**src/rtl/fc_stim_pkg.sv**
```systemverilog
// Shared constants, register map and mode types of the stimulus injector.
`default_nettype none
package fc_stim_pkg;
   // Clock rate and the one-second burst period derived from it.
   localparam int CLK_HZ        = 40_000_000;
   localparam int BURST_SEC     = 1;
   localparam int BURST_10SEC   = 10;
   localparam int SEC_CYCLES    = CLK_HZ * BURST_SEC;
   // Results store size and the records it holds.
   localparam int STORE_MBYTES  = 64;
   localparam int RECORD_BYTES  = 4;
   localparam int STORE_RECORDS = STORE_MBYTES * 1024 * 1024 / RECORD_BYTES;
   // Register byte offsets.
   localparam logic [7:0] CTRL_OFS   = 8'h00;
   localparam logic [7:0] CONFIG_OFS = 8'h04;
   localparam logic [7:0] BURST_OFS  = 8'h08;
   localparam logic [7:0] SID_OFS    = 8'h0C;
   localparam logic [7:0] DID_OFS    = 8'h10;
   localparam logic [7:0] STATUS_OFS = 8'h14;
   localparam logic [7:0] FRAMES_OFS = 8'h18;
   localparam logic [7:0] PATERR_OFS = 8'h1C;
   localparam logic [7:0] STADDR_OFS = 8'h20;
   // Control strobe bits.
   localparam int CTL_START = 0;
   localparam int CTL_STOP  = 1;
   localparam int CTL_TRIG  = 2;
   localparam int CTL_CLEAR = 3;
   // Configuration field positions.
   localparam int CF_ALARM  = 0;
   localparam int CF_ERR    = 3;
   localparam int CF_INS    = 6;
   localparam int CF_LOST   = 10;
   localparam int CF_ADDR   = 11;
   localparam int CF_CONT   = 12;
   localparam int CF_AUTO   = 13;
   localparam int CF_GENEN  = 14;
   localparam int CF_RATE   = 15;
   localparam int CF_NOCRC  = 17;
   localparam logic [31:0] CONFIG_RST = 32'h0000_0000;
   localparam logic [15:0] BURST_RST  = 16'h0001;
   // Code group bytes, written as D/Kx.y = {y, x}.
   localparam logic [7:0] K28_5 = 8'hBC;
   localparam logic [7:0] D9_2  = 8'h49;
   localparam logic [7:0] D31_5 = 8'hBF;
   localparam logic [7:0] D21_1 = 8'h35;
   localparam logic [7:0] D21_2 = 8'h55;
   localparam logic [7:0] D5_2  = 8'h45;
   localparam logic [7:0] D10_4 = 8'h8A;
   localparam logic [7:0] D21_4 = 8'h95;
   localparam logic [7:0] D10_2 = 8'h4A;
   localparam logic [3:0] OSET_K = 4'h8;
   localparam logic [7:0] FILT_RCTL = 8'h00;
   localparam logic [7:0] FILT_TYPE = 8'hE0;
   localparam logic [31:0] FLIP_BIT = 32'h0000_0001;
   typedef enum logic [2:0] {ALM_NONE, ALM_LR, ALM_LRR, ALM_NOS, ALM_OLS}
      alarm_e;
   typedef enum logic [2:0] {ERR_NONE, ERR_BIT, ERR_SYM, ERR_RRDY, ERR_CRC,
      ERR_BLK} err_e;
   typedef enum logic [3:0] {INS_OFF, INS_MAN, INS_SEC, INS_10SEC, INS_R2,
      INS_R3, INS_R4, INS_R5, INS_R6, INS_R7} ins_e;
   typedef enum logic [1:0] {RATE_8B10B, RATE_FC1200, RATE_FC1600} rate_e;
endpackage
`default_nettype wire

```
**src/rtl/filter_if.sv**
```systemverilog
// Frame header fields and match result passed to the receive frame filter.
`default_nettype none
interface filter_if;
   logic [23:0] sid;
   logic [23:0] did;
   logic [23:0] exp_sid;
   logic [23:0] exp_did;
   logic [7:0]  rctl;
   logic [7:0]  ftype;
   logic        addr_en;
   logic        hit;
   modport filt (input sid, did, exp_sid, exp_did, rctl, ftype, addr_en,
                 output hit);
   modport user (output sid, did, exp_sid, exp_did, rctl, ftype, addr_en,
                 input hit);
endinterface
`default_nettype wire

```
**src/rtl/fc_stim_inject.sv**
```systemverilog
// Transmit alarm and error injection with receive qualification counters.
`default_nettype none
// Behaviour
// Selected alarm repeats until set to none.
// Link reset sends K28.5 D9.2 D31.5 D9.2.
// Link reset response sends K28.5 D21.1 D31.5 D9.2.
// Not operational sends K28.5 D21.2 D31.5 D5.2.
// Offline sends K28.5 D21.1 D10.4 D21.2.
// Receiver ready primitive once per error.
// Bit error inverts one payload bit.
// Symbol error sends an undecodable code group.
// No symbol errors at the fast rates.
// CRC error flips a CRC field bit.
// No CRC errors when frames lack CRC.
// Block errors only at the fast rates.
// Manual trigger injects one burst; off injects none.
// One burst every second.
// One burst every ten seconds.
// Rate modes: one burst per decade units.
// Lost frame bits add to pattern errors.
// Address filter matches IDs, control and type.
// Without address filter, control byte zero.
// Controller keeps frame size multiple of four.
// Full store stops or wraps, and logs.
// Auto start ties generator to measurement.
// Reset and clear empty counters, insertion off; clear leaves the insertion mode as set, only reset turns it off.
module fc_stim_inject
   import fc_stim_pkg::*;
#(
   parameter int SEC_CLKS   = SEC_CYCLES,
   parameter int RECORDS    = STORE_RECORDS,
   parameter int BURST_W    = 16
) (
   input  wire logic                       clk,          // 40 MHz clock.
   input  wire logic                       rst,          // Async reset.
   input  wire logic [7:0]                 addr,         // Register offset.
   input  wire logic [31:0]                wdata,        // Write data.
   input  wire logic                       wr,           // Write strobe.
   input  wire logic                       rd,           // Read strobe.
   output logic      [31:0]                rdata,        // Read data.
   input  wire logic                       gen_valid,    // Word slot valid.
   input  wire logic [31:0]                gen_data,     // Generated word.
   input  wire logic [3:0]                 gen_k,        // Control flags.
   input  wire logic                       gen_payload,  // Word is payload.
   input  wire logic                       gen_crc,      // Word is CRC.
   input  wire logic                       gen_idle,     // Word is fill.
   input  wire logic                       blk_tick,     // Block boundary.
   output logic                            tx_valid,     // Word out valid.
   output logic      [31:0]                tx_data,      // Word out.
   output logic      [3:0]                 tx_k,         // Control flags.
   output logic                            tx_code_bad,  // Lane 0 invalid.
   output logic                            tx_blk_bad,   // Corrupt block.
   output logic                            gen_run,      // Generator on.
   input  wire logic                       rx_frame,     // Frame header in.
   input  wire logic [23:0]                rx_sid,       // Source ID.
   input  wire logic [23:0]                rx_did,       // Destination ID.
   input  wire logic [7:0]                 rx_rctl,      // Routing control.
   input  wire logic [7:0]                 rx_ftype,     // Type field.
   input  wire logic [7:0]                 rx_bit_errs,  // Bit errors seen.
   input  wire logic                       rx_lost,      // Frame missed.
   input  wire logic [15:0]                rx_lost_bits, // Its pattern bits.
   input  wire logic                       store_wr,     // Record written.
   output logic [$clog2(RECORDS)-1:0]      store_addr,   // Next record.
   output logic                            meas_run,     // Measuring.
   output logic                            log_full      // Store full event.
);
   localparam int AW = $clog2(RECORDS);
   localparam logic [31:0] SEC_P = 32'(SEC_CLKS);
   localparam logic [31:0] SEC10_P = 32'(SEC_CLKS * BURST_10SEC);
   localparam logic [AW-1:0] LAST_REC = AW'(RECORDS - 1);

   // Units of transmission between two bursts in the rate modes.
   function automatic logic [31:0] decade(input ins_e m);
      unique case (m)
         INS_R2:  decade = 32'h0000_0064;
         INS_R3:  decade = 32'h0000_03E8;
         INS_R4:  decade = 32'h0000_2710;
         INS_R5:  decade = 32'h0001_86A0;
         INS_R6:  decade = 32'h000F_4240;
         INS_R7:  decade = 32'h0098_9680;
         default: decade = 32'h0000_0001;
      endcase
   endfunction

   logic [31:0]        cfg;
   logic [BURST_W-1:0] burst;
   logic [23:0]        exp_sid;
   logic [23:0]        exp_did;
   logic [31:0]        frames;
   logic [31:0]        pat_err;
   logic [BURST_W-1:0] pending;
   logic               store_full;

   // Register decode.
   wire hit_ctrl  = wr && addr == CTRL_OFS;
   wire start     = hit_ctrl && wdata[CTL_START];
   wire stop      = hit_ctrl && wdata[CTL_STOP];
   wire trig      = hit_ctrl && wdata[CTL_TRIG];
   wire clear     = hit_ctrl && wdata[CTL_CLEAR];
   wire wr_cfg    = wr && addr == CONFIG_OFS;
   wire wr_burst  = wr && addr == BURST_OFS;
   wire wr_sid    = wr && addr == SID_OFS;
   wire wr_did    = wr && addr == DID_OFS;

   // Configuration fields.
   wire alarm_e alarm = alarm_e'(cfg[CF_ALARM +: 3]);
   wire err_e   etype = err_e'(cfg[CF_ERR +: 3]);
   wire ins_e   ins   = ins_e'(cfg[CF_INS +: 4]);
   wire rate_e  rate  = rate_e'(cfg[CF_RATE +: 2]);
   wire fast_rate     = rate == RATE_FC1200 || rate == RATE_FC1600;
   wire no_crc        = cfg[CF_NOCRC];

   // An error type the port cannot offer injects nothing at all.
   wire type_ok = (etype == ERR_SYM && !fast_rate)
                  || (etype == ERR_CRC && !no_crc)
                  || (etype == ERR_BLK && fast_rate)
                  || etype == ERR_BIT || etype == ERR_RRDY;

   // Burst scheduling: the timer ticks on clocks or transmitted units.
   wire rate_mode = ins >= INS_R2;
   wire unit      = fast_rate ? blk_tick : gen_valid;
   wire tmr_tick  = rate_mode ? unit : 1'b1;
   wire [31:0] tmr_period = ins == INS_SEC   ? SEC_P
                          : ins == INS_10SEC ? SEC10_P
                          : decade(ins);
   wire periodic  = ins != INS_OFF && ins != INS_MAN;
   wire tmr_fire;

   burst_timer #(.WIDTH(32)) u_timer (
      .clk    (clk),
      .rst    (rst),
      .clr    (!periodic || wr_cfg || clear),
      .tick   (tmr_tick),
      .period (tmr_period),
      .fire   (tmr_fire)
   );

   wire fire = type_ok && ((ins == INS_MAN && trig)
                           || (periodic && tmr_fire));

   // Where each error type may land in the word stream.
   wire slot = gen_valid && alarm == ALM_NONE;
   wire eligible = etype == ERR_BIT  ? slot && gen_payload
                 : etype == ERR_CRC  ? slot && gen_crc
                 : etype == ERR_RRDY ? slot && gen_idle
                 : etype == ERR_SYM  ? slot
                 : etype == ERR_BLK  ? blk_tick
                 : 1'b0;
   wire apply = pending != '0 && eligible && type_ok;

   // A new burst outranks the error being consumed in the same cycle.
   wire [BURST_W-1:0] next_pending =
        (ins == INS_OFF || clear) ? '0
      : fire  ? burst
      : apply ? pending - 1'b1
      : pending;

   // Alarm ordered set for the selected alarm, K28.5 leading.
   wire [31:0] alarm_word =
        alarm == ALM_LR  ? {K28_5, D9_2,  D31_5, D9_2}
      : alarm == ALM_LRR ? {K28_5, D21_1, D31_5, D9_2}
      : alarm == ALM_NOS ? {K28_5, D21_2, D31_5, D5_2}
      :                    {K28_5, D21_1, D10_4, D21_2};
   wire [31:0] rrdy_word = {K28_5, D21_4, D10_2, D10_2};

   // Next transmit word; alarms own every slot while selected.
   wire alarm_on = alarm != ALM_NONE;
   wire put_rrdy = apply && etype == ERR_RRDY;
   wire flip     = apply && (etype == ERR_BIT || etype == ERR_CRC);
   wire [31:0] next_tx_data = alarm_on ? alarm_word
                            : put_rrdy ? rrdy_word
                            : flip     ? gen_data ^ FLIP_BIT
                            : gen_data;
   wire [3:0] next_tx_k = (alarm_on || put_rrdy) ? OSET_K : gen_k;

   // Receive qualification.
   filter_if fif ();
   assign fif.sid     = rx_sid;
   assign fif.did     = rx_did;
   assign fif.exp_sid = exp_sid;
   assign fif.exp_did = exp_did;
   assign fif.rctl    = rx_rctl;
   assign fif.ftype   = rx_ftype;
   assign fif.addr_en = cfg[CF_ADDR];

   frame_filter u_filter (
      .f (fif.filt)
   );

   wire [31:0] lost_add = (cfg[CF_LOST] && rx_lost)
                          ? {16'h0000, rx_lost_bits} : 32'h0000_0000;
   wire [31:0] next_pat_err = pat_err + {24'h00_0000, rx_bit_errs}
                              + lost_add;

   // Results store: a write into the last record fills it.
   wire rec_wr    = store_wr && meas_run;
   wire fill      = rec_wr && store_addr == LAST_REC;
   wire cont      = cfg[CF_CONT];
   wire next_meas = start || (meas_run && !stop && !(fill && !cont));

   // Read multiplexer; unmapped offsets read as zero.
   wire [31:0] status = {28'h000_0000, pending != '0, gen_run,
                         store_full, meas_run};
   wire [31:0] next_rdata =
        addr == CONFIG_OFS ? cfg
      : addr == BURST_OFS  ? 32'(burst)
      : addr == SID_OFS    ? {8'h00, exp_sid}
      : addr == DID_OFS    ? {8'h00, exp_did}
      : addr == STATUS_OFS ? status
      : addr == FRAMES_OFS ? frames
      : addr == PATERR_OFS ? pat_err
      : addr == STADDR_OFS ? 32'(store_addr)
      : 32'h0000_0000;

   // Software registers; reset returns insertion to off.
   always_ff @(posedge clk or posedge rst)
   begin
      if (rst)
      begin
         cfg     <= CONFIG_RST;
         burst   <= BURST_RST;
         exp_sid <= '0;
         exp_did <= '0;
      end
      else
      begin
         if (wr_cfg)
            cfg <= wdata;
         if (wr_burst)
            burst <= wdata[BURST_W-1:0];
         if (wr_sid)
            exp_sid <= wdata[23:0];
         if (wr_did)
            exp_did <= wdata[23:0];
      end
   end

   // Read data stands only in the cycle after the strobe.
   always_ff @(posedge clk or posedge rst)
   begin
      if (rst)
         rdata <= '0;
      else
         rdata <= rd ? next_rdata : 32'h0000_0000;
   end

   // Injection state and the registered transmit word.
   always_ff @(posedge clk or posedge rst)
   begin
      if (rst)
      begin
         pending     <= '0;
         tx_valid    <= 1'b0;
         tx_data     <= '0;
         tx_k        <= '0;
         tx_code_bad <= 1'b0;
         tx_blk_bad  <= 1'b0;
      end
      else
      begin
         pending     <= next_pending;
         tx_valid    <= gen_valid;
         tx_data     <= next_tx_data;
         tx_k        <= next_tx_k;
         tx_code_bad <= apply && etype == ERR_SYM;
         tx_blk_bad  <= apply && etype == ERR_BLK;
      end
   end

   // Counters, measurement and store control; clear empties the counters and the store.
   always_ff @(posedge clk or posedge rst)
   begin
      if (rst)
      begin
         frames     <= '0;
         pat_err    <= '0;
         meas_run   <= 1'b0;
         store_addr <= '0;
         store_full <= 1'b0;
         log_full   <= 1'b0;
         gen_run    <= 1'b0;
      end
      else
      begin
         frames   <= clear ? '0 : frames + 32'(rx_frame && fif.hit);
         pat_err  <= clear ? '0 : next_pat_err;
         meas_run <= next_meas;
         gen_run  <= cfg[CF_AUTO] ? next_meas : cfg[CF_GENEN];
         log_full <= fill && !store_full;
         if (clear || start)
         begin
            store_addr <= '0;
            store_full <= 1'b0;
         end
         else if (rec_wr)
         begin
            store_addr <= fill ? '0 : store_addr + 1'b1;
            store_full <= store_full || fill;
         end
      end
   end
endmodule
`default_nettype wire

```
**src/rtl/frame_filter.sv**
```systemverilog
// Receive frame filter deciding whether a frame counts in the results.
`default_nettype none
module frame_filter
   import fc_stim_pkg::*;
(
   filter_if.filt f   // Header fields in, match out.
);
   // Strict match also checks both addresses and the vendor type.
   wire strict_hit = f.sid == f.exp_sid && f.did == f.exp_did
                     && f.rctl == FILT_RCTL && f.ftype == FILT_TYPE;
   // Loose match only asks for device data routing.
   wire loose_hit = f.rctl == FILT_RCTL;
   assign f.hit = f.addr_en ? strict_hit : loose_hit; // see
endmodule
`default_nettype wire

```
**src/rtl/burst_timer.sv**
```systemverilog
// Programmable period counter that fires once per period of ticks.
`default_nettype none
module burst_timer #(
   parameter int WIDTH = 32
) (
   input  wire logic             clk,     // System clock.
   input  wire logic             rst,     // Asynchronous reset.
   input  wire logic             clr,     // Restart the period.
   input  wire logic             tick,    // One unit of elapsed time.
   input  wire logic [WIDTH-1:0] period,  // Ticks per period.
   output logic                  fire     // Period end pulse.
);
   logic [WIDTH-1:0] count;
   wire last = count >= period - 1'b1;
   assign fire = tick && last && !clr;
   // Restarting on any clear keeps a mode change from firing early.
   always_ff @(posedge clk or posedge rst)
   begin
      if (rst)
         count <= '0;
      else if (clr || fire)
         count <= '0;
      else if (tick)
         count <= count + 1'b1;
   end
endmodule
`default_nettype wire

```
**config.mk**
```make
export PLATFORM = sky130hd
export DESIGN_NAME = fc_stim_inject
export DESIGN_NICKNAME = d
export VERILOG_FILES = /design/src/rtl/fc_stim_pkg.sv /design/src/rtl/filter_if.sv /design/src/rtl/fc_stim_inject.sv /design/src/rtl/frame_filter.sv /design/src/rtl/burst_timer.sv
export SDC_FILE = /design/constraint.sdc
export NUM_CORES = 1
export LEC_CHECK = 0
export ABC_AREA = 0
export BUFFER_PORTS_ARGS = -buffer_cell sky130_fd_sc_hd__clkbuf_2
export CAP_MARGIN = 20
export CORE_MARGIN = 8
export CORE_UTILIZATION = 45
export CTS_CLUSTER_SIZE = 28
export DETAILED_ROUTE_END_ITERATION = 16
export PLACE_DENSITY = 0.7
export SYNTH_ARGS = -nofsm -noshare
export SYNTH_HDL_FRONTEND = slang
export SYNTH_SLANG_ARGS = --single-unit
```
**constraint.sdc**
```tcl
create_clock -name clk -period 8.87 [get_ports clk]
set_clock_uncertainty 0.1 [all_clocks]
set_input_delay 0.887 -clock clk [delete_from_list [all_inputs] [get_ports clk]]
set_output_delay 0.887 -clock clk [all_outputs]
set_load 0.02 [all_outputs]
```
==> results of run 1 <==
[final timing paths]
check	cells after the start	end	slack, ns	start
hold / removal	1	cfg[24]	0.41	cfg[24]
max in group asynchronous	4	rdata[27]	6.61	rst
setup / recovery	17	pending[13]	4.11	cfg[7]
setup reg to reg	17	pending[13]	4.11	cfg[7]
hold reg to reg	1	cfg[24]	0.41	cfg[24]
min in group asynchronous	3	pat_err[7]	0.58	rst
[state kept, by name, indices dropped and copies added, names as in the netlist, 24 cells and up]
name and cells:
cfg 32, frames 32, pat_err 32, rdata 32, tx_data 32, u_timer.count 32
exp_did 24, exp_sid 24, store_addr 24
[metal layers]
metal	wire [µm]	vias up
li1	-	6342
met4	1620	2
met1	21400	6920
met2	24900	590
met3	3920	85
met5	13	-
[metrics by stage]
step,std cells,hold WS [ns]
5_1_grt,2368,0.418
2_1_floorplan,1623,0.327
4_1_cts,2367,0.406
3_5_place_dp,2305,0.398
3_3_place_gp,2305,0.387
6_report,2369,0.407
[power by group through the flow]
stage                     logic, mW  registers [mW]  clock network, mW
after global placement        0.593            1.61                  0
final                         0.612            1.59               1.42
after floorplan               0.405            1.59                  0
after CTS                     0.613            1.58               1.45
after detailed placement      0.608            1.61                  0
after global routing          0.683            1.59               1.50
[worst max-delay path, cell delays in order (launching register included)]
cell and delay (ns):
dfrtp_1 0.67, or3_1 0.50, nand2_1 0.11, inv_1 0.07, ha_1 0.28, nor4b_1 0.28
nor2_1 0.07, nor2_1 0.09, a21oi_1 0.06, ha_1 0.31, nand2_1 0.07, nor3_1 0.19
a21oi_1 0.08, or4_1 0.54, a31oi_1 0.42, nor3_1 0.13, o21a_1 0.29, a221o_1 0.37
[cell usage in the layout (no fill, tap or decap), types with 52 or more instances in the layout]
| cell | instances |
|---|---|
| dfrtp_1 | 306 |
| nand3_1 | 74 |
| nor2_1 | 170 |
| clkbuf_2 | 273 |
| xnor2_1 | 69 |
| and3_1 | 52 |
| ha_1 | 62 |
| mux2_2 | 97 |
| xor2_1 | 77 |
| nand2_1 | 109 |
| a21oi_1 | 63 |
[cell usage after synthesis, types with 8 or more instances]
cell type	instances
or3_1	40
a22oi_1	48
o21ai_0	49
nor2_1	170
a221oi_1	13
o21ai_1	8
a21oi_1	63
ha_1	62
dfrtp_1	306
and3_1	52
a211oi_1	12
nand2_1	109
fa_1	9
and4_1	8
clkbuf_1	47
xor2_1	77
inv_1	31
nand4_1	31
mux2_2	97
nor3_1	30
buf_1	9
a21o_1	15
nor2b_1	12
nor4_1	11
xnor2_1	69
mux2i_1	9
a31oi_1	18
buf_2	13
and2_1	19
nand3_1	74
[logic make-up after synthesis]
logic type | share of synthesized area
multiplexers | 0.0724
XOR/XNOR | 0.0773
other | 0.000227
buffers and inverters | 0.0269
AO/OA/AOI/OAI | 0.116
adder cells (fa/ha/maj) | 0.0578
AND/OR/NAND/NOR | 0.185
flip-flops | 0.465
[area by class of cell]
type | count | share of cell area
Tap cell | 468 | 0.0301
Multi-Input combinational cell | 1210 | 0.433
Sequential cell | 307 | 0.395
Timing Repair Buffer | 290 | 0.0775
Antenna cell | 1 | 0.000129
Clock buffer | 52 | 0.0535
Clock inverter | 10 | 0.00476
Inverter | 31 | 0.00618
==> flow_summary_export.csv, run 1 <==
group,metric,value,unit
timing,post-route-period-util,0.537,
global_routing,grt_pass1_wl,80.2,mm
power,switching_share,0.285,
drt,wl_per_cell,21.9,µm
place,io_buffers,273,
drt,wl,51.8,mm
place,finalWeightedCongestion,0.918,
power,p_int,2.59,mW
power,seqPwrFrac,0.439,
floorplan,dieArea,0.0431,mm²
global_routing,overflow,0,
cells_and_area,drive_gt1_frac,0.246,
logic_synthesis,synth.top_cell.area_share,0.463,
worst_setup_path,crit_required,9.17,ns
power,comb_power_share,0.169,
worst_hold_path,hold_class,"register to register",
floorplan,initial_utilization,0.454,
drt,vias,13939,
global_routing,gr-usage-met2,0.386,
floorplan,core_area,0.0364,mm²
drt,firstDrtPassIters,5,
logic_synthesis,netlist_top_cells_area,"dfrtp_1, mux2_2, ha_1",
worst_setup_path,arrival,5.06,ns
drt,ant_nets,0,
worst_setup_path,crit_path_end_kind,"register",
global_routing,antenna_found_initial,2,
logic_synthesis,synth-seq-area-share,0.465,
logic_synthesis,syn_area,0.0165,mm²
timing,period_minus_slack,4.76,ns
floorplan,die_x,208,µm
power,p_switching,1.03,mW
floorplan,row_count,70,
logic_synthesis,postSynthCellCount,1622,
cells_and_area,stdcell_area,0.0194,mm²
clock_network,cts_sinks,307,
logic_synthesis,ys_warn_count,0,
clock_network,path_clk_slew,0.06,ns
logic_synthesis,ys_ff_latch,307,
power,power,3.62,mW
timing,slew_violations,0,
cells_and_area,final_nets,2122,
global_routing,grt_max_degree,181,
logic_synthesis,ys.flop_type,"dfrtp_1",
worst_setup_path,crit_path_start_kind,"register",
timing,hold_viol,0,
clock_network,tritoncts,"built",
drt,via_per_inst,5.88,
global_routing,grt_pass1_vias,14006,
power,power_frac_clock,0.392,
cells_and_area,multi_input_area,0.00842,mm²
global_routing,grtUsageTotal,0.233,
drt,drtIter0Drc,1082,
clock_network,clock_path_buffers,3,
power,p_leak,9.47,nW
status,status,"finished clean",
flow_run,max_cap_violations,0,
clock_network,cts-root-buf,"clkbuf_16",
logic_synthesis,synth-edff-count,0,
drt,remaining_drc_errors,0,
place,dp_worst_setup_slack,3.82,ns
timing,rsz0062_at_grt,"false",
timing,setup_tns,0,ns
cells_and_area,fill_cells,3235,
floorplan,pin_count,274,
clock_network,postCtsSetupBuffers,0,
worst_setup_path,criticalPathCategory,"register to register",
cells_and_area,utilization,0.534,
timing,max-slew-margin-rel,0.350,
cells_and_area,register_area,0.00768,mm²
logic_synthesis,synth.distinct_cells,78,
logic_synthesis,synth_largest_area_cell,"dfrtp_1",
cells_and_area,area_growth,17.6,%
worst_setup_path,cp_max_fo,24,
power,power_density,186,mW/mm²
clock_network,clk_latency,0.52,ns
place,placed_area,0.0183,mm²
place,hpwl,39.0,mm
timing,setup_violations,0,
power,peakVddDrop,95.1,µV
clock_network,cts_resized,0,
clock_network,h-tree-depth,2,
clock_network,cts_hold_buf,0,
timing,fin_ws,4.11,ns
global_routing,use_met1,0.303,
timing,fmax,210,MHz
clock_network,cts_buffers,35,
global_routing,top_usage_layer,"met2",
logic_synthesis,synthArstFlopShare,1.00,
floorplan,die_h,208,µm
global_routing,met3_usage,0.0471,
timing,tightest_slew,0.975,ns
logic_synthesis,synth.avg_cell_area,10.2,µm²
(Power assumes the default switching activity.)
==> inputs of run 2 (changes only) <==
- PLACE_DENSITY: 0.7 -> 0.67
- clock period: 8.87 -> 4.8 ns (I/O delays scaled with it)
==> flow_summary_export.csv, run 2 (synthesis results as in run 1) <==
group,metric,value,unit
cells_and_area,multi_input_area,0.00842,mm²
timing,slew_violations,0,
place,finalWeightedCongestion,0.906,
floorplan,core_area,0.0364,mm²
floorplan,row_count,70,
global_routing,antenna_found_initial,4,
drt,wl,51.2,mm
cells_and_area,final_nets,2130,
clock_network,cts_sinks,307,
clock_network,cts_buffers,36,
worst_setup_path,ff2ff_setup_slack,0.45,ns
cells_and_area,fill_cells,3301,
timing,fin_ws,0.451,ns
worst_setup_path,arrival,4.65,ns
place,io_buffers,273,
worst_setup_path,cp_max_fo,16,
global_routing,grt_max_degree,140,
worst_hold_path,hold_class,"input port to asynchronous set/reset pin",
timing,setup_violations,0,
floorplan,die_x,208,µm
power,switching_share,0.282,
worst_setup_path,criticalPathCategory,"register to register",
clock_network,tritoncts,"built",
drt,ant_nets,0,
place,hpwl,38.8,mm
worst_setup_path,worstRegToRegCells,17,
timing,hold_viol,0,
drt,via_per_inst,5.79,
place,dp_worst_setup_slack,0.509,ns
floorplan,pin_count,274,
worst_setup_path,crit_path_start_kind,"register",
drt,drtIter0Drc,1122,
clock_network,cts_resized,0,
cells_and_area,utilization,0.539,
global_routing,overflow,0,
clock_network,path_clk_slew,0.06,ns
timing,post-route-period-util,0.906,
timing,rsz0062_at_grt,"false",
floorplan,initial_utilization,0.454,
worst_setup_path,cp_slowest_stage_delay,0.55,ns
worst_setup_path,r2r-end,"pending[13]",
drt,wl_per_cell,21.5,µm
worst_setup_path,crit_required,5.10,ns
clock_network,cts_hold_buf,0,
flow_run,max_cap_violations,0,
cells_and_area,register_area,0.00768,mm²
power,comb_power_share,0.164,
power,power_density,349,mW/mm²
worst_setup_path,crit_path_end_kind,"register",
clock_network,postCtsSetupBuffers,0,
power,p_leak,9.56,nW
worst_setup_path,worstPathCellList,"or3_1 > nand2_1 > inv_1 > ha_1 > nor4b_1 > nor2_1 > nor2_1 > a21oi_1 > ha_1 > nand2_1 > nor3_1 > a21oi_1 > or4_1 > a31oi_1 > nor3_1 > o21a_1 > a221o_1",
cells_and_area,layout_commonest_cell,"dfrtp_1",
drt,remaining_drc_errors,0,
timing,hold-worst-slack,0.0205,ns
drt,firstDrtPassIters,5,
global_routing,grtUsageTotal,0.232,
timing,setup_tns,0,ns
worst_setup_path,r2r_start,"cfg[8]",
timing,tightest_slew,1.02,ns
clock_network,cts-root-buf,"clkbuf_16",
timing,period_minus_slack,4.35,ns
power,peakVddDrop,242,µV
clock_network,h-tree-depth,2,
timing,max-slew-margin-rel,0.311,
power,seqPwrFrac,0.427,
worst_setup_path,cpMaxStageDelayCell,"or4_1",
global_routing,grt_pass1_vias,14005,
cells_and_area,drive_gt1_frac,0.249,
cells_and_area,final_cell_mix,"dfrtp_1, clkbuf_2, nor2_1",
drt,vias,13783,
clock_network,clk_latency,0.53,ns
worst_setup_path,crit_start,"cfg[8]",
floorplan,die_h,208,µm
power,p_switching,1.93,mW
timing,fmax,230,MHz
global_routing,grt_pass1_wl,79.6,mm
status,status,"finished clean",
floorplan,dieArea,0.0431,mm²
power,power_frac_clock,0.409,
clock_network,clock_path_buffers,3,
cells_and_area,area_growth,18.7,%
power,p_int,4.92,mW
[run 2: cell types whose count changed in the layout (fill, tap and decap cells not counted), sizes merged]
| cell | before | now |
|---|---|---|
| buf | 17 | 24 |
| bufinv | 1 | 3 |
| clkbuf | 325 | 328 |
| clkinv | 7 | 5 |
| clkinvlp | 2 | 1 |
| diode | 1 | 4 |
| inv | 31 | 32 |
[run 2: per-layer routing]
metal  vias up  global-route usage  wire length (µm)
met5         -                   0                 0
met4         0               0.100              2060
met3       115              0.0494              3440
met2       479               0.375             24300
met1      6815               0.298             21400
li1       6374                   -                 -
[run 2: worst max path at each step]
stage / to / cells after the start
floorplan: burst[10] / 1
global placement: pending[13] / 17
detailed placement: pending[7] / 17
CTS: pending[13] / 17
global route: pending[13] / 17
finish: pending[13] / 17
[run 2: worst max-delay path, delay by kind of cell (launching register included)]
kind,cells,cell delay [ns]
compound gates,5,1.09
flops,1,0.54
simple gates,9,1.85
fa+ha+maj,2,0.59
buf+inv,1,0.07
[run 2: per-stage QoR]
stage | cell area, µm² | power, mW | cells
floorplan | 16500 | 3.68 | 1623
global placement | 18400 | 4.07 | 2312
detailed placement | 18400 | 4.09 | 2313
CTS | 19600 | 6.90 | 2378
global route | 19600 | 7.15 | 2382
finish | 19600 | 6.85 | 2382
[run 2: area by class of cell]
type | count | share of cell area
clock buffers | 55 | 0.0541
inverters | 31 | 0.00612
clock inverters | 10 | 0.00791
flip-flops and latches | 307 | 0.391
repair buffers | 297 | 0.0811
multi-input cells | 1210 | 0.429
well taps | 468 | 0.0298
diodes | 4 | 0.000510
[run 2: power by group through the flow]
stage	Combinational, mW	Sequential [mW]	Clock [mW]
after floorplan	0.749	2.93	0
after global placement	1.10	2.96	0
after detailed placement	1.12	2.97	0
after CTS	1.13	2.92	2.85
after global routing	1.27	2.94	2.95
final	1.12	2.92	2.80
==> inputs of run 3 (changes only) <==
- clock period: 4.8 -> 5.59 ns (I/O delays scaled with it)
==> flow_summary_export.csv, run 3 (synthesis results as in run 1) <==
group,metric,value,unit
status,status,"finished clean",
timing,slew_violations,0,
cells_and_area,final_cell_mix,"dfrtp_1, clkbuf_2, nor2_1",
worst_setup_path,crit_path_start_kind,"register",
worst_setup_path,crit_required,5.88,ns
clock_network,cts_resized,0,
floorplan,pin_count,274,
worst_setup_path,arrival,5.06,ns
drt,vias,13745,
power,power,6.07,mW
cells_and_area,stdcell_count,2376,
global_routing,grt_pass1_wl,79.3,mm
clock_network,cts_buffers,36,
power,p_switching,1.68,mW
power,p_int,4.39,mW
floorplan,core_area,0.0364,mm²
power,switching_share,0.277,
drt,via_per_inst,5.78,
timing,max-slew-margin-rel,0.323,
floorplan,initial_utilization,0.454,
global_routing,grt_max_degree,101,
worst_setup_path,crit_path_end_kind,"register",
timing,post-route-period-util,0.853,
timing,hold_viol,0,
clock_network,clock_path_buffers,3,
place,dp_worst_setup_slack,0.910,ns
global_routing,grtUsageTotal,0.230,
place,dp.cells,2306,
place,hpwl,38.7,mm
floorplan,die_h,208,µm
cells_and_area,area_growth,19.1,%
power,seqPwrFrac,0.414,
power,p_leak,9.59,nW
clock_network,postCtsSetupBuffers,0,
timing,setup_tns,0,ns
drt,ant_nets,0,
clock_network,cts_hold_buf,0,
cells_and_area,utilization,0.541,
cells_and_area,stdcell_area,0.0197,mm²
timing,rsz0062_at_grt,"false",
cells_and_area,final_nets,2125,
worst_hold_path,hold_class,"input port to register",
power,power_frac_clock,0.426,
worst_setup_path,criticalPathCategory,"register to register",
cells_and_area,layout_commonest_cell,"dfrtp_1",
cells_and_area,fill_cells,3232,
global_routing,overflow,0,
place,finalWeightedCongestion,0.901,
clock_network,clk_latency,0.52,ns
timing,period_minus_slack,4.77,ns
power,comb_power_share,0.160,
floorplan,dieArea,0.0431,mm²
timing,fmax,210,MHz
timing,fin_ws,0.823,ns
place,io_buffers,273,
power,peakVddDrop,181,µV
clock_network,tritoncts,"built",
drt,wl,51.0,mm
timing,setup_violations,0,
floorplan,die_x,208,µm
drt,firstDrtPassIters,5,
clock_network,cts-root-buf,"clkbuf_16",
flow_run,max_cap_violations,0,
clock_network,path_clk_slew,0.06,ns
timing,hold-worst-slack,0.113,ns
timing,tightest_slew,1.01,ns
power,power_density,308,mW/mm²
worst_setup_path,cp_max_fo,24,
global_routing,antenna_found_initial,3,
cells_and_area,drive_gt1_frac,0.250,
drt,remaining_drc_errors,0,
clock_network,cts_sinks,307,
clock_network,h-tree-depth,2,
global_routing,grt_pass1_vias,13730,
drt,drtIter0Drc,1082,
floorplan,row_count,70,
drt,wl_per_cell,21.5,µm
place,placed_area,0.0184,mm²
==> run 3: changes by cell type in the layout (fill, tap and decap cells not counted), moves of 2 or more <==
| cell | previous run | this run |
|---|---|---|
| buf_12 | 2 | 4 |
| buf_4 | 21 | 13 |
| bufinv_16 | 3 | 7 |
| clkbuf_1 | 10 | 4 |
| clkbuf_8 | 9 | 6 |
| clkinv_2 | 4 | 6 |
| clkinv_4 | 0 | 2 |
| clkinvlp_4 | 1 | 3 |
| diode_2 | 4 | 2 |
==> run 3: final cells by class <==
type	instances	area, µm²	area share
timing repair buffer	292	1580	0.0802
inverter	31	120	0.00609
sequential	307	7680	0.390
tap	468	586	0.0297
multi-input combinational	1210	8420	0.427
clock buffer	47	1020	0.0519
clock inverter	19	290	0.0147
antenna	2	5.00	0.000254
==> run 3: path summary, 6_finish.rpt <==
kind | startpoint | to | slack [ns] | depth (start not counted)
worst max-delay path | cfg[7] | pending[1] | 0.82 | 17
worst min-delay path | gen_valid | tx_valid | 0.11 | 1
worst max register to register | cfg[7] | pending[1] | 0.82 | 17
worst min register to register | cfg[19] | cfg[19] | 0.41 | 1
max in group asynchronous | rst | tx_data[11] | 4.02 | 5
min in group asynchronous | rst | pat_err[7] | 0.44 | 3
==> run 3: metal layers <==
layer | track usage | up-vias | part of all wire
li1 | - | 6362 | -
met1 | 0.309 | 6794 | 0.43
met2 | 0.375 | 494 | 0.47
met3 | 0.0382 | 93 | 0.063
met4 | 0.0820 | 2 | 0.035
met5 | 0 | - | 0.00016
==> run 3: power groups by stage <==
stage	registers, mW	clock network, mW	logic, mW
after floorplan	2.52	0	0.643
after global routing	2.52	2.72	1.09
final	2.51	2.59	0.970
after CTS	2.51	2.62	0.970
after detailed placement	2.55	0	0.964
after global placement	2.55	0	0.941
==> run 3: worst max-delay path, stage by stage (launching register included) <==
cell and delay [ns]:
dfrtp_1 0.63, or3_1 0.50, nand2_1 0.12, inv_1 0.07, ha_1 0.28, nor4b_1 0.28, nor2_1 0.07, nor2_1 0.10
a21oi_1 0.06, ha_1 0.31, nand2_1 0.07, nor3_1 0.18, a21oi_1 0.09, or4_1 0.55, a31oi_1 0.31, o21ai_1 0.31
buf_4 0.28, a221o_1 0.32
